--- src/cmpo_pkg.sv ---
// constants of the compare-match output unit
// assumes a single 40 MHz clock and a 32-bit AXI4-Lite register bus
package cmpo_pkg;

    localparam int CMPO_CLK_KHZ = 40000;
    localparam int CMPO_TICK_US = 100;
    localparam int CMPO_TICK_CYCLES = (CMPO_TICK_US * CMPO_CLK_KHZ + 999) / 1000;

    localparam int CMPO_AW = 8;

    localparam logic [7:0] CMPO_OFF_CTRL = 8'h00;
    localparam logic [7:0] CMPO_OFF_CHANNEL = 8'h04;
    localparam logic [7:0] CMPO_OFF_THRESH_LO = 8'h08;
    localparam logic [7:0] CMPO_OFF_THRESH_HI = 8'h0c;
    localparam logic [7:0] CMPO_OFF_HOLD = 8'h10;
    localparam logic [7:0] CMPO_OFF_STATUS = 8'h14;
    localparam logic [7:0] CMPO_OFF_IRQ_STAT = 8'h18;
    localparam logic [7:0] CMPO_OFF_IRQ_MASK = 8'h1c;

    localparam int CMPO_CTRL_EXEC_BIT = 0;
    localparam int CMPO_CTRL_ABORT_BIT = 1;

    localparam int CMPO_ST_DONE_BIT = 0;
    localparam int CMPO_ST_BUSY_BIT = 1;
    localparam int CMPO_ST_ABORTED_BIT = 2;
    localparam int CMPO_ST_ERROR_BIT = 3;
    localparam int CMPO_ST_CODE_LSB = 16;

    localparam int CMPO_IRQ_DONE_BIT = 0;
    localparam int CMPO_IRQ_ABORTED_BIT = 1;
    localparam int CMPO_IRQ_ERROR_BIT = 2;

    localparam logic [7:0] CMPO_CHANNEL_RST = 8'h01;
    localparam logic [7:0] CMPO_CHANNEL_MAX = 8'h02;
    localparam logic [63:0] CMPO_THRESH_RST = 64'h0000_0000_0000_0000;
    localparam logic [31:0] CMPO_HOLD_RST = 32'h0000_03e8;

    localparam logic [1:0] CMPO_RESP_OKAY = 2'b00;
    localparam logic [1:0] CMPO_RESP_SLVERR = 2'b10;

    typedef enum logic [15:0] {
        CMPO_FAULT_NONE = 16'h0000,
        CMPO_FAULT_COMM = 16'h0001,
        CMPO_FAULT_DO_CFG = 16'h0030,
        CMPO_FAULT_PARAM = 16'h1004
    } cmpo_fault_t;

endpackage

--- src/cmpo_reg_if.sv ---
// register access carrier from the bus slave to the register file
// assumes both ends sit on the same clock
`timescale 1ns/1ps
interface cmpo_reg_if;
    import cmpo_pkg::*;
    logic wr_en;
    logic [CMPO_AW-1:0] wr_addr;
    logic [31:0] wr_data;
    logic [3:0] wr_strb;
    logic wr_hit;
    logic [CMPO_AW-1:0] rd_addr;
    logic [31:0] rd_data;
    logic rd_hit;

    modport bus (
        output wr_en,
        output wr_addr,
        output wr_data,
        output wr_strb,
        output rd_addr,
        input wr_hit,
        input rd_data,
        input rd_hit
    );
    modport regs (
        input wr_en,
        input wr_addr,
        input wr_data,
        input wr_strb,
        input rd_addr,
        output wr_hit,
        output rd_data,
        output rd_hit
    );
endinterface

--- src/cmpo_axil.sv ---
// AXI4-Lite slave front end: one write and one read in flight at a time
// assumes the register file answers in the same cycle
`timescale 1ns/1ps
module cmpo_axil
    import cmpo_pkg::*;
(
    input wire logic clk,
    input wire logic reset_n,
    input wire logic [CMPO_AW-1:0] s_axi_awaddr,
    input wire logic s_axi_awvalid,
    output logic s_axi_awready,
    input wire logic [31:0] s_axi_wdata,
    input wire logic [3:0] s_axi_wstrb,
    input wire logic s_axi_wvalid,
    output logic s_axi_wready,
    output logic [1:0] s_axi_bresp,
    output logic s_axi_bvalid,
    input wire logic s_axi_bready,
    input wire logic [CMPO_AW-1:0] s_axi_araddr,
    input wire logic s_axi_arvalid,
    output logic s_axi_arready,
    output logic [31:0] s_axi_rdata,
    output logic [1:0] s_axi_rresp,
    output logic s_axi_rvalid,
    input wire logic s_axi_rready,
    cmpo_reg_if.bus rif
);
    logic aw_full_q;
    logic w_full_q;
    logic [CMPO_AW-1:0] awaddr_q;
    logic [31:0] wdata_q;
    logic [3:0] wstrb_q;

    // address and data stay latched until the response is taken
    assign rif.wr_en = aw_full_q && w_full_q && !s_axi_bvalid;
    assign rif.wr_addr = awaddr_q;
    assign rif.wr_data = wdata_q;
    assign rif.wr_strb = wstrb_q;
    assign rif.rd_addr = s_axi_araddr;

    always_ff @(posedge clk or negedge reset_n) begin
        if (!reset_n) begin
            aw_full_q <= 1'b0;
            w_full_q <= 1'b0;
            awaddr_q <= '0;
            wdata_q <= 32'h0000_0000;
            wstrb_q <= 4'h0;
            s_axi_awready <= 1'b1;
            s_axi_wready <= 1'b1;
            s_axi_bvalid <= 1'b0;
            s_axi_bresp <= CMPO_RESP_OKAY;
        end else begin
            if (s_axi_awvalid && s_axi_awready) begin
                aw_full_q <= 1'b1;
                awaddr_q <= s_axi_awaddr;
                s_axi_awready <= 1'b0;
            end
            if (s_axi_wvalid && s_axi_wready) begin
                w_full_q <= 1'b1;
                wdata_q <= s_axi_wdata;
                wstrb_q <= s_axi_wstrb;
                s_axi_wready <= 1'b0;
            end
            if (rif.wr_en) begin
                aw_full_q <= 1'b0;
                w_full_q <= 1'b0;
                s_axi_bvalid <= 1'b1;
                s_axi_bresp <= rif.wr_hit ? CMPO_RESP_OKAY : CMPO_RESP_SLVERR;
            end
            if (s_axi_bvalid && s_axi_bready) begin
                s_axi_bvalid <= 1'b0;
                s_axi_awready <= 1'b1;
                s_axi_wready <= 1'b1;
            end
        end
    end

    always_ff @(posedge clk or negedge reset_n) begin
        if (!reset_n) begin
            s_axi_arready <= 1'b1;
            s_axi_rvalid <= 1'b0;
            s_axi_rdata <= 32'h0000_0000;
            s_axi_rresp <= CMPO_RESP_OKAY;
        end else if (s_axi_arvalid && s_axi_arready) begin
            s_axi_arready <= 1'b0;
            s_axi_rvalid <= 1'b1;
            s_axi_rdata <= rif.rd_hit ? rif.rd_data : 32'h0000_0000;
            s_axi_rresp <= rif.rd_hit ? CMPO_RESP_OKAY : CMPO_RESP_SLVERR;
        end else if (s_axi_rvalid && s_axi_rready) begin
            s_axi_rvalid <= 1'b0;
            s_axi_arready <= 1'b1;
        end
    end
endmodule

--- src/cmpo_hold.sv ---
// output hold timer: counts whole 100 us ticks from a clock divider
// assumes start is a one-cycle pulse and units is non-zero
`timescale 1ns/1ps
module cmpo_hold
    import cmpo_pkg::*;
#(
    parameter int TICK_CYCLES = CMPO_TICK_CYCLES
) (
    input wire logic clk,
    input wire logic reset_n,
    input wire logic start,
    input wire logic stop,
    input wire logic [31:0] units,
    output logic expired
);
    localparam int DW = $clog2(TICK_CYCLES + 1);
    localparam logic [DW-1:0] DIV_LAST = DW'(TICK_CYCLES - 1);

    if (TICK_CYCLES < 1) begin
        $error("tick length must be at least one cycle");
    end

    logic run_q;
    logic [DW-1:0] div_q;
    logic [31:0] left_q;
    logic tick;

    // divider restarts with each job so the first tick is a whole one
    assign tick = run_q && (div_q == DIV_LAST);
    assign expired = tick && (left_q == 32'h0000_0001);

    always_ff @(posedge clk or negedge reset_n) begin
        if (!reset_n) begin
            run_q <= 1'b0;
            div_q <= '0;
            left_q <= 32'h0000_0000;
        end else begin
            if (stop) begin
                run_q <= 1'b0;
            end else if (start) begin
                run_q <= 1'b1;
                div_q <= '0;
                left_q <= units;
            end else if (run_q) begin
                div_q <= tick ? '0 : div_q + 1'b1;
                if (tick) begin
                    left_q <= left_q - 32'h0000_0001;
                end
                if (expired) begin
                    run_q <= 1'b0;
                end
            end
        end
    end
endmodule

--- src/cmpo_compare_output_block.sv ---
// Function
// RULE1: start only on execute rising edge
// RULE2: abort level stops running job
// RULE3: abort acknowledged raised after abort
// RULE4: channel 1 or 2, default 1
// RULE5: float threshold, default zero, compared
// RULE6: hold in 100 us units, default 1000
// RULE7: match drives port for hold time
// RULE8: done only after match and hold
// RULE9: one match per start, then rearm
// RULE10: internal fault raises error output
// RULE11: fault code none until fault occurs
// RULE12: unconfigured output terminal gives 0x30
// RULE13: invalid channel parameters give 0x1004
// RULE14: counter communication failure gives 0x01
// RULE15: busy until exactly one terminal report
//
// compare-match output unit with AXI4-Lite registers and one interrupt
// assumes the counter-side inputs come from same-clock logic
//
// Implementation choices: the register addresses and register access over AXI4-Lite.
`timescale 1ns/1ps
module cmpo_compare_output_block
    import cmpo_pkg::*;
#(
    parameter int TICK_CYCLES = CMPO_TICK_CYCLES
) (
    input wire logic clk,
    input wire logic reset_n,
    input wire logic [CMPO_AW-1:0] s_axi_awaddr,
    input wire logic s_axi_awvalid,
    output logic s_axi_awready,
    input wire logic [31:0] s_axi_wdata,
    input wire logic [3:0] s_axi_wstrb,
    input wire logic s_axi_wvalid,
    output logic s_axi_wready,
    output logic [1:0] s_axi_bresp,
    output logic s_axi_bvalid,
    input wire logic s_axi_bready,
    input wire logic [CMPO_AW-1:0] s_axi_araddr,
    input wire logic s_axi_arvalid,
    output logic s_axi_arready,
    output logic [31:0] s_axi_rdata,
    output logic [1:0] s_axi_rresp,
    output logic s_axi_rvalid,
    input wire logic s_axi_rready,
    input wire logic [63:0] count_value,
    input wire logic count_valid,
    input wire logic comm_fail,
    input wire logic [1:0] out_configured,
    output logic [1:0] hs_out,
    output logic irq
);
    typedef enum logic [1:0] {
        CMPO_IDLE,
        CMPO_ARMED,
        CMPO_HOLDING
    } cmpo_state_t;

    // byte-lane merge for writable registers
    function automatic logic [31:0] cmpo_merge(input logic [31:0] old, input logic [31:0] nw,
                                               input logic [3:0] strb);
        logic [31:0] r;
        r = old;
        for (int i = 0; i < 4; i++) begin
            if (strb[i]) begin
                r[8*i +: 8] = nw[8*i +: 8];
            end
        end
        return r;
    endfunction

    // fp equality: +0 equals -0, NaN matches nothing
    function automatic logic cmpo_fp_eq(input logic [63:0] a, input logic [63:0] b);
        logic a_nan;
        logic b_nan;
        a_nan = (a[62:52] == 11'h7ff) && (a[51:0] != 52'h0);
        b_nan = (b[62:52] == 11'h7ff) && (b[51:0] != 52'h0);
        if (a_nan || b_nan) begin
            return 1'b0;
        end
        if ((a[62:0] == 63'h0) && (b[62:0] == 63'h0)) begin
            return 1'b1;
        end
        return a == b;
    endfunction

    cmpo_reg_if rif ();

    cmpo_axil u_axil (
        .clk(clk),
        .reset_n(reset_n),
        .s_axi_awaddr(s_axi_awaddr),
        .s_axi_awvalid(s_axi_awvalid),
        .s_axi_awready(s_axi_awready),
        .s_axi_wdata(s_axi_wdata),
        .s_axi_wstrb(s_axi_wstrb),
        .s_axi_wvalid(s_axi_wvalid),
        .s_axi_wready(s_axi_wready),
        .s_axi_bresp(s_axi_bresp),
        .s_axi_bvalid(s_axi_bvalid),
        .s_axi_bready(s_axi_bready),
        .s_axi_araddr(s_axi_araddr),
        .s_axi_arvalid(s_axi_arvalid),
        .s_axi_arready(s_axi_arready),
        .s_axi_rdata(s_axi_rdata),
        .s_axi_rresp(s_axi_rresp),
        .s_axi_rvalid(s_axi_rvalid),
        .s_axi_rready(s_axi_rready),
        .rif(rif.bus)
    );

    // software-written registers
    logic [1:0] ctrl_q;
    logic [7:0] channel_q;
    logic [63:0] thresh_q;
    logic [31:0] hold_q;
    logic [2:0] irq_mask_q;
    logic [2:0] irq_stat_q;
    logic [2:0] irq_stat_d;

    // job state
    cmpo_state_t state_q;
    cmpo_state_t state_d;
    logic exec_prev_q;
    logic done_q;
    logic aborted_q;
    logic error_q;
    cmpo_fault_t fault_q;
    cmpo_fault_t fault_d;
    logic job_ch_q;
    logic [63:0] job_thresh_q;
    logic [31:0] job_hold_q;
    logic [1:0] hs_out_d;

    logic wr_ctrl;
    logic wr_chan;
    logic wr_tlo;
    logic wr_thi;
    logic wr_hold;
    logic wr_istat;
    logic wr_imask;
    logic exec_edge;
    logic abort_lvl;
    logic busy;
    logic chan_ok;
    logic hold_ok;
    logic cfg_ok;
    logic start_ok;
    logic start_fault;
    logic match;
    logic hold_expired;
    logic hold_start;
    logic job_stop;
    logic ev_done;
    logic ev_abort;
    logic ev_error;
    logic [31:0] status_word;

    assign wr_ctrl = rif.wr_en && (rif.wr_addr == CMPO_OFF_CTRL);
    assign wr_chan = rif.wr_en && (rif.wr_addr == CMPO_OFF_CHANNEL);
    assign wr_tlo = rif.wr_en && (rif.wr_addr == CMPO_OFF_THRESH_LO);
    assign wr_thi = rif.wr_en && (rif.wr_addr == CMPO_OFF_THRESH_HI);
    assign wr_hold = rif.wr_en && (rif.wr_addr == CMPO_OFF_HOLD);
    assign wr_istat = rif.wr_en && (rif.wr_addr == CMPO_OFF_IRQ_STAT);
    assign wr_imask = rif.wr_en && (rif.wr_addr == CMPO_OFF_IRQ_MASK);
    assign rif.wr_hit = wr_ctrl || wr_chan || wr_tlo || wr_thi || wr_hold || wr_istat || wr_imask
                        || (rif.wr_addr == CMPO_OFF_STATUS);

    assign busy = (state_q != CMPO_IDLE);
    // RULE1: edge-triggered start
    assign exec_edge = ctrl_q[CMPO_CTRL_EXEC_BIT] && !exec_prev_q;
    assign abort_lvl = ctrl_q[CMPO_CTRL_ABORT_BIT];
    // RULE4: channel range check
    assign chan_ok = (channel_q != 8'h00) && (channel_q <= CMPO_CHANNEL_MAX);
    // RULE6: zero hold is outside range
    assign hold_ok = (hold_q != 32'h0000_0000);
    // RULE12: terminal set up for channel
    assign cfg_ok = chan_ok && out_configured[channel_q == CMPO_CHANNEL_MAX];
    // a start under a held abort is ignored: it would end at once
    assign start_ok = exec_edge && !busy && !abort_lvl && chan_ok && hold_ok && cfg_ok;
    assign start_fault = exec_edge && !busy && !abort_lvl && !(chan_ok && hold_ok && cfg_ok);

    // RULE5: threshold equality test
    assign match = (state_q == CMPO_ARMED) && count_valid && cmpo_fp_eq(count_value, job_thresh_q);

    // link fault outranks abort, abort outranks a match
    assign ev_error = start_fault || (busy && comm_fail);
    assign ev_abort = busy && !comm_fail && abort_lvl;
    assign job_stop = busy && (comm_fail || abort_lvl);
    assign hold_start = match && !job_stop;
    assign ev_done = (state_q == CMPO_HOLDING) && hold_expired && !job_stop;

    cmpo_hold #(
        .TICK_CYCLES(TICK_CYCLES)
    ) u_hold (
        .clk(clk),
        .reset_n(reset_n),
        .start(hold_start),
        .stop(job_stop),
        .units(job_hold_q),
        .expired(hold_expired)
    );

    // RULE15: busy until one terminal report
    always_comb begin
        state_d = state_q;
        unique case (state_q)
            CMPO_IDLE: begin
                if (start_ok) begin
                    state_d = CMPO_ARMED;
                end
            end
            CMPO_ARMED: begin
                if (job_stop) begin
                    state_d = CMPO_IDLE;
                end else if (match) begin
                    state_d = CMPO_HOLDING;
                end
            end
            CMPO_HOLDING: begin
                // RULE9: back to idle, needs new edge
                if (job_stop || ev_done) begin
                    state_d = CMPO_IDLE;
                end
            end
        endcase
    end

    // RULE13: channel or hold invalid
    // RULE14: communication loss during job
    always_comb begin
        fault_d = fault_q;
        if (start_ok) begin
            fault_d = CMPO_FAULT_NONE;
        end else if (start_fault && !(chan_ok && hold_ok)) begin
            fault_d = CMPO_FAULT_PARAM;
        end else if (start_fault) begin
            fault_d = CMPO_FAULT_DO_CFG;
        end else if (busy && comm_fail) begin
            fault_d = CMPO_FAULT_COMM;
        end
    end

    // RULE7: drive selected port while holding
    assign hs_out_d = (state_d == CMPO_HOLDING) ? (job_ch_q ? 2'b10 : 2'b01) : 2'b00;

    // a new event wins over a clear in the same cycle
    assign irq_stat_d = (irq_stat_q & ~(wr_istat ? (rif.wr_data[2:0] & {3{rif.wr_strb[0]}}) : 3'b000))
                        | {ev_error, ev_abort, ev_done};

    always_ff @(posedge clk or negedge reset_n) begin
        if (!reset_n) begin
            ctrl_q <= 2'b00;
            channel_q <= CMPO_CHANNEL_RST;
            thresh_q <= CMPO_THRESH_RST;
            hold_q <= CMPO_HOLD_RST;
            irq_mask_q <= 3'b000;
        end else begin
            if (wr_ctrl) begin
                ctrl_q <= rif.wr_strb[0] ? rif.wr_data[1:0] : ctrl_q;
            end
            if (wr_chan) begin
                channel_q <= rif.wr_strb[0] ? rif.wr_data[7:0] : channel_q;
            end
            if (wr_tlo) begin
                thresh_q[31:0] <= cmpo_merge(thresh_q[31:0], rif.wr_data, rif.wr_strb);
            end
            if (wr_thi) begin
                thresh_q[63:32] <= cmpo_merge(thresh_q[63:32], rif.wr_data, rif.wr_strb);
            end
            if (wr_hold) begin
                hold_q <= cmpo_merge(hold_q, rif.wr_data, rif.wr_strb);
            end
            if (wr_imask) begin
                irq_mask_q <= rif.wr_strb[0] ? rif.wr_data[2:0] : irq_mask_q;
            end
        end
    end

    always_ff @(posedge clk or negedge reset_n) begin
        if (!reset_n) begin
            state_q <= CMPO_IDLE;
            exec_prev_q <= 1'b0;
            fault_q <= CMPO_FAULT_NONE;
            job_ch_q <= 1'b0;
            job_thresh_q <= CMPO_THRESH_RST;
            job_hold_q <= CMPO_HOLD_RST;
            hs_out <= 2'b00;
        end else begin
            state_q <= state_d;
            exec_prev_q <= ctrl_q[CMPO_CTRL_EXEC_BIT];
            fault_q <= fault_d;
            hs_out <= hs_out_d;
            // latched so later writes cannot disturb a running job
            if (start_ok) begin
                job_ch_q <= (channel_q == CMPO_CHANNEL_MAX);
                job_thresh_q <= thresh_q;
                job_hold_q <= hold_q;
            end
        end
    end

    // terminal flags stand until the next start attempt
    always_ff @(posedge clk or negedge reset_n) begin
        if (!reset_n) begin
            done_q <= 1'b0;
            aborted_q <= 1'b0;
            error_q <= 1'b0;
        end else if (exec_edge && !busy && !abort_lvl) begin
            done_q <= 1'b0;
            aborted_q <= 1'b0;
            // RULE10: refused start is an error
            error_q <= start_fault;
        end else begin
            // RULE8: done after hold expires
            if (ev_done) begin
                done_q <= 1'b1;
            end
            // RULE2: abort ends job
            // RULE3: acknowledge the abort
            if (ev_abort) begin
                aborted_q <= 1'b1;
            end
            if (ev_error) begin
                error_q <= 1'b1;
            end
        end
    end

    always_ff @(posedge clk or negedge reset_n) begin
        if (!reset_n) begin
            irq_stat_q <= 3'b000;
            irq <= 1'b0;
        end else begin
            irq_stat_q <= irq_stat_d;
            irq <= |(irq_stat_d & irq_mask_q);
        end
    end

    // RULE11: code shown beside error
    assign status_word = {fault_q, 12'h000, error_q, aborted_q, busy, done_q};

    always_comb begin
        rif.rd_hit = 1'b1;
        rif.rd_data = 32'h0000_0000;
        unique case (rif.rd_addr)
            CMPO_OFF_CTRL: rif.rd_data = {30'h0000_0000, ctrl_q};
            CMPO_OFF_CHANNEL: rif.rd_data = {24'h00_0000, channel_q};
            CMPO_OFF_THRESH_LO: rif.rd_data = thresh_q[31:0];
            CMPO_OFF_THRESH_HI: rif.rd_data = thresh_q[63:32];
            CMPO_OFF_HOLD: rif.rd_data = hold_q;
            CMPO_OFF_STATUS: rif.rd_data = status_word;
            CMPO_OFF_IRQ_STAT: rif.rd_data = {29'h0000_0000, irq_stat_q};
            CMPO_OFF_IRQ_MASK: rif.rd_data = {29'h0000_0000, irq_mask_q};
            default: rif.rd_hit = 1'b0;
        endcase
    end
endmodule

--- config.mk ---
export PLATFORM = sky130hd
export DESIGN_NAME = cmpo_compare_output_block
export DESIGN_NICKNAME = d
export VERILOG_FILES = /design/src/cmpo_pkg.sv /design/src/cmpo_reg_if.sv /design/src/cmpo_axil.sv /design/src/cmpo_hold.sv /design/src/cmpo_compare_output_block.sv
export SDC_FILE = /design/constraint.sdc
export NUM_CORES = 1
export LEC_CHECK = 0
export ABC_AREA = 0
export BUFFER_PORTS_ARGS = -buffer_cell sky130_fd_sc_hd__buf_2
export CAP_MARGIN = 10
export CORE_ASPECT_RATIO = 0.5
export CORE_UTILIZATION = 53
export DETAILED_ROUTE_END_ITERATION = 12
export MAX_ROUTING_LAYER = met4
export PLACE_DENSITY = 0.76
export SYNTH_ARGS = -nofsm -noshare
export SYNTH_HDL_FRONTEND = slang
export SYNTH_SLANG_ARGS = --single-unit
--- constraint.sdc ---
create_clock -name clk -period 2.65 [get_ports clk]
set_input_delay 0.1325 -clock clk [delete_from_list [all_inputs] [get_ports clk]]
set_output_delay 0.1325 -clock clk [all_outputs]
set_load 0.02 [all_outputs]
Word level (Yosys, flattened, before mapping)
Cells that the tools add are included.
Widths: inputs -> output; s select.
{"block": "word_totals", "out_inout_bits": 44, "regBits": 366}
{"block": "classes", "n_bitwise": 6, "n_lt_le_gt_ge": 2, "reduce_logical": 100, "n_eq_ne": 23, "n_mux": 56, "n_addsub": 2}
{"op": "$pmux 32 s8", "n": 1}
{"op": "$mux 32", "n": 4}
{"op": "$logic_not 63->1", "n": 2}
{"op": "$reduce_bool 52->1", "n": 2}
{"op": "$eq 64x64->1", "n": 1}
{"op": "$eq 8x5->1 const B", "n": 8}
{"op": "$mux 16", "n": 4}
{"op": "$logic_and 1x1->1", "n": 40}
{"op": "$mux 12", "n": 3}
{"op": "$mux 1", "n": 34}
{"op": "$eq 32x1->1 const B", "n": 1}
{"op": "$eq 8x4->1 const B", "n": 4}
{"op": "$reduce_and 2->1", "n": 16}
{"op": "$reduce_bool 32->1", "n": 1}
{"op": "$sub 32x1->32 const B", "n": 1}
{"op": "$reduce_bool 2->1", "n": 12}
{"op": "$eq 11x11->1 const B", "n": 2}
{"op": "$eq 8x3->1 const B", "n": 2}
{"op": "$logic_not 8->1", "n": 2}
{"op": "$mux 2", "n": 8}
{"op": "$add 12x1->12 const B", "n": 1}
{"op": "$eq 12x12->1 const B", "n": 1}
{"op": "$logic_or 1x1->1", "n": 11}
{"op": "$and 3x3->3", "n": 3}
{"op": "other kinds (17)", "n": 25}

Logic depth before layout (Yosys ltp)
{"block": "depth", "word_depth": 13, "mapped_depth": 10, "ltp_nobuf": 9}

Hierarchy
Synthesis repeated with hierarchy kept, for this count alone.
{"block": "hier_totals", "hier_cells": 1405, "area_unflattened_um2": 16704.8}
{"mod": "cmpo_compare_output_block", "instances": 1, "cells_per_inst": 787, "area_per_inst_um2": 10218.6, "seq_area_each_um2": 5546.6}
{"mod": "cmpo_axil", "instances": 1, "cells_per_inst": 279, "area_per_inst_um2": 3570.9, "seq_area_each_um2": 2130.8}
{"mod": "cmpo_hold", "instances": 1, "cells_per_inst": 339, "area_per_inst_um2": 2915.3, "seq_area_each_um2": 1126.1}

Worst setup path before layout
OpenSTA, ideal clock, no wires.
{"block": "synth_timing", "kind": "register -> register", "from": "register u_hold.left_q[15]", "to": "register u_hold.left_q[29]", "t_arrival_ns": 2.599, "synth_period_minus_slack_ns": 2.727, "setup_ns": 0.128, "path_stages_with_launch": 9, "path_buffers": 1, "path_slack_ns": -0.077, "cell_sequence": "dfrtp_1 or4_1 or4_4 or2_1 buf_6 or4_1 nor2_1 xor2_1 mux2_1"}
{"block": "synth_between", "elab_chain_cells": 4}
{"element": "start: declaration", "line_no": "cmpo_hold.sv:25", "text": "logic [31:0] left_q;"}
{"element": "start signal: assignment", "line_no": "cmpo_hold.sv:43", "text": "left_q <= units;"}
{"element": "start signal: assignment", "line_no": "cmpo_hold.sv:47", "text": "left_q <= left_q - 32'h0000_0001;"}
{"element": "$sub 32x1->32", "line_no": "cmpo_hold.sv:47"}
{"element": "$mux 32", "line_no": "cmpo_hold.sv:46", "text": "if (tick) begin"}
{"element": "$mux 32", "line_no": "cmpo_hold.sv:44", "text": "end else if (run_q) begin"}
{"element": "$mux 32", "line_no": "cmpo_hold.sv:40", "text": "end else if (start) begin"}
Every way passes these cells. The select of a mux whose other input is x is not followed.
A chain may end at the register's enable or synchronous reset.

Final worst setup path
{"block": "layout_timing", "from": "register job_thresh_q[38]", "to": "register u_hold.left_q[29]"}
{"block": "layout_between", "elab_chain_cells": 10, "word_cells_on_any_way": 18, "classes_between": "1 x eq/ne; 7 x mux; 10 x reduce/logical"}
{"element": "start: declaration", "line_no": "cmpo_compare_output_block.sv:132", "text": "logic [63:0] job_thresh_q;"}
{"element": "start signal: assignment", "line_no": "cmpo_compare_output_block.sv:298", "text": "job_thresh_q <= thresh_q;"}
{"element": "$logic_not 63->1", "line_no": "cmpo_compare_output_block.sv:82", "text": "if ((a[62:0] == 63'h0) && (b[62:0] == 63'h0)) begin"}
{"element": "$logic_and 1x1->1", "line_no": "cmpo_compare_output_block.sv:82"}
{"element": "$mux 1 (2 in a row)", "line_no": "cmpo_compare_output_block.sv:82"}
{"element": "$mux 1", "line_no": "cmpo_compare_output_block.sv:85", "text": "return a == b;"}
{"element": "$mux 1 *", "line_no": "cmpo_compare_output_block.sv:82"}
{"element": "$logic_and 1x1->1 *", "line_no": "cmpo_compare_output_block.sv:185", "text": "assign match = (state_q == CMPO_ARMED) && count_valid && cmpo_fp_eq(count_value, job_thresh_q);"}
{"element": "$logic_and 1x1->1 *", "line_no": "cmpo_compare_output_block.sv:191", "text": "assign hold_start = match && !job_stop;"}
{"element": "$reduce_bool 2->1 (no source line)"}
{"element": "$reduce_and 3->1 (no source line)"}
Every way passes the cells marked *; elsewhere a longest branch is shown, timed or not. The select of a mux whose other input is x is not followed.

==> results.toml <==
[pwr]
power.density_nw_per_um2 = 633
ir_drop_v = 0.000546
p_leak_uw = 0.00981

[clock_tree]
clock_path_buffers = 3
cts_root_buffer = "clkbuf_16"
cts_tree = "yes"
path_clk_slew_ns = 0.07
htreeDepth = 1
cts.sinks = 351
clock_latency_ns = 0.58
cts_buffers = 31

[synth]
synth-edff-count = 0
syn_area_per_cell_um2 = 12.8
synth_common_cells = "dfrtp_1, mux2_2, xnor2_1, nand2_1, nor4_1"
synthArstFlopShare_pct = 100
synth_compound_area_share_pct = 5.31
synth_cells = 1230
netlist_area_um2 = 15800
synth.most_common_cell = "dfrtp_1"
synth_mux_area_share_pct = 20.9
yosys.area.top_type = "dfrtp_1"
synthAdderAreaFrac_pct = 0.477
yosysTopAreaCellShare_pct = 53.2
synth-seq-cells = 351
synth-simple-area-share_pct = 9.97
yosysSeqAreaShare_pct = 55.9
ys.flop_type = "dfrtp_1"
synth_area_leaders = "dfrtp_1, mux2_2, xnor2_1, dfstp_2, nor4_1"
synth_top_family_by_area = "multiplexers"
synth_cell_types = 59
synthXorXnorAreaFrac_pct = 5.73
ys_warn_count = 0

[finish]
nets = 1704
syn_to_final_growth_pct = 26.1
final_layout_size_suffix_gt1_share_pct = 42.9
utilization_pct = 68.2
fin_area_um2 = 19900

[timing]
rsz0062_at_grt = "true"
setup_viol = 37
final_max_slew_viol_count = 0
final-hold-violation-count = 0
min_period_ns = 2.74
min_period_over_period_pct = 103
max_freq_ghz = 0.365
slew_headroom_pct = 42.4
worst_pin_slew_ns = 0.858
fin_ws_ns = -0.0893
setup_tns_ns = -1.79
fin_skew_ns = 0.0130

[critical_path]
r2r_cells = 8
cp-start-kind = "flop"
arrival_ns = 3.19
crit_type = "reg -> reg"
ff2ff_setup_slack_ns = -0.09
worstPathMaxFanout = 17
r2r_start = "job_thresh_q[38]"
r2r_end = "u_hold.left_q[29]"
crit_required_ns = 3.11
endpoint_kind = "flop"

[drt]
drcViolationCount = 0
routed_wl_mm = 47.7
drtAntennaViolNets = 0
viasPerCell = 5.99
drt_iter0_markers = 1162
drtPass1Iterations = 5
num_vias = 11900
wl_per_cell_um = 24.0

[placement]
dpl_cell_area_um2 = 18000
numPortBuffers = 168
dp_slack_ns = -0.374
place_congestion = 1.03
dp.final_hpwl_mm = 34.4

[global_route]
grt_pass1_wl_mm = 72.1
grt_usage_pct = 33.0
grt_antenna_before_repair = 3
grt_overflow_total = 0
grt_max_degree = 87
grt_pass1_vias = 11900

[worst_hold_path]
whs_path_depth = 4
min_from = "s_axi_araddr[7]"
hold_end = "u_axil.s_axi_rresp[1]"
hold_path.class = "in -> reg"

[status]
status = "finished, violations left"
violations = "setup timing"

[die]
rows = 44
pin_count = 171
core_area_um2 = 29100
die_h_um = 124
start_util_pct = 54.1
die-area_um2 = 30500
dieWidth_um = 246

[flow_run]
max_cap_viol_count = 0
==> per-stage QoR <==
stage | hold slack (ns) | total power [uW] | std cells
global route | 0.0730 | 13000 | 1988
CTS | 0.0294 | 12500 | 1981
detailed placement | 0.188 | 7730 | 1869
global placement | 0.175 | 7640 | 1869
finish | 0.0514 | 12600 | 1988
floorplan | -0.163 | 6980 | 1231
==> how the worst max path moves through the flow <==
stage | start | to | slack (ns)
5_1_grt | job_thresh_q[38] | u_hold.left_q[29] | -0.17
2_1_floorplan | u_hold.left_q[15] | u_hold.left_q[29] | -0.08
6_report | job_thresh_q[38] | u_hold.left_q[29] | -0.09
4_1_cts | job_thresh_q[34] | u_hold.left_q[29] | -0.07
3_5_place_dp | job_thresh_q[20] | u_hold.left_q[29] | -0.37
3_3_place_gp | job_thresh_q[20] | u_hold.left_q[29] | -0.33
==> sequential cells by signal, indices dropped and copies added, names as in the netlist, 12 cells and up <==
| signal | count |
|---|---|
| u_hold.left_q | 32 |
| thresh_q | 64 |
| u_axil.rif.wr_data | 32 |
| job_hold_q | 32 |
| job_thresh_q | 64 |
| hold_q | 32 |
| u_hold.div_q | 12 |
| u_axil.s_axi_rdata | 32 |
==> power by group <==
part	internal (uW)	switching (uW)
Combinational	677	617
Clock	2670	2130
Sequential	5850	612
Total	9200	3360
==> cell usage in the layout, fill, tap and decap left out, drive strengths merged, types with 4 or more instances in the layout <==
cell         instances
nand4               35
dfrtp              335
a222oi              20
nor3                21
dfstp               16
and3                13
nor2                33
inv                 24
a21o                 6
clkinv              10
bufinv               4
clkbuf              39
a221oi               8
mux2i               13
xor2                26
a31oi                8
mux2               279
a22oi                5
or3                  7
nand2               74
xnor2               77
o21ai               40
nor4                57
a22o                 5
nand4b               4
dlygate4sd3         55
o211ai               4
nand3               11
a21oi               14
buf                296
ha                   6
or4                 12
==> logic make-up (layout without fill, tap and decap cells) <==
family	after synthesis	after routing
compound gates	121	121
xor+xnor	103	103
fa+ha+maj	6	6
buf+inv	66	430
flops	351	351
mux	293	293
other cells	1	4
simple gates	289	289
==> worst max-delay path: stages (launching register included) <==
cell and delay (ns):
dfrtp_2 0.46, nor4_4 0.34, nand3_4 0.12, nor4_4 0.34, o211ai_1 0.16, o21ai_2 0.23
or3b_4 0.47, buf_12 0.18, mux2_1 0.31
==> repair_timing <==
action                                  CTS  global route
endpoints found under the setup margin   47            53
gates resized for setup                  25            13
cloned                                    0             2
setup buffers                             0             3
hold endpoints to repair                134             0
hold buffers                             55             0
pin swaps                                 7             4
==> routing by layer <==
metal  track usage (%)  vias up  share of wire, %
met5                 -        -                 0
met4              9.90        0               3.4
met3              7.80       94               8.3
met2              48.7      471                45
met1              45.5     6115                43
li1                  -     5223                 -
==> area by class of cell <==
type | instances | area (um^2)
Fill cell | 2075 | 9260
Sequential cell | 351 | 8800
Multi-Input combinational cell | 814 | 6930
Timing Repair Buffer | 352 | 2490
Clock buffer | 38 | 842
Tap cell | 391 | 489
Clock inverter | 19 | 221
Inverter | 21 | 78.8
Antenna cell | 2 | 5.00
Power figures use the tool's default switching activity.
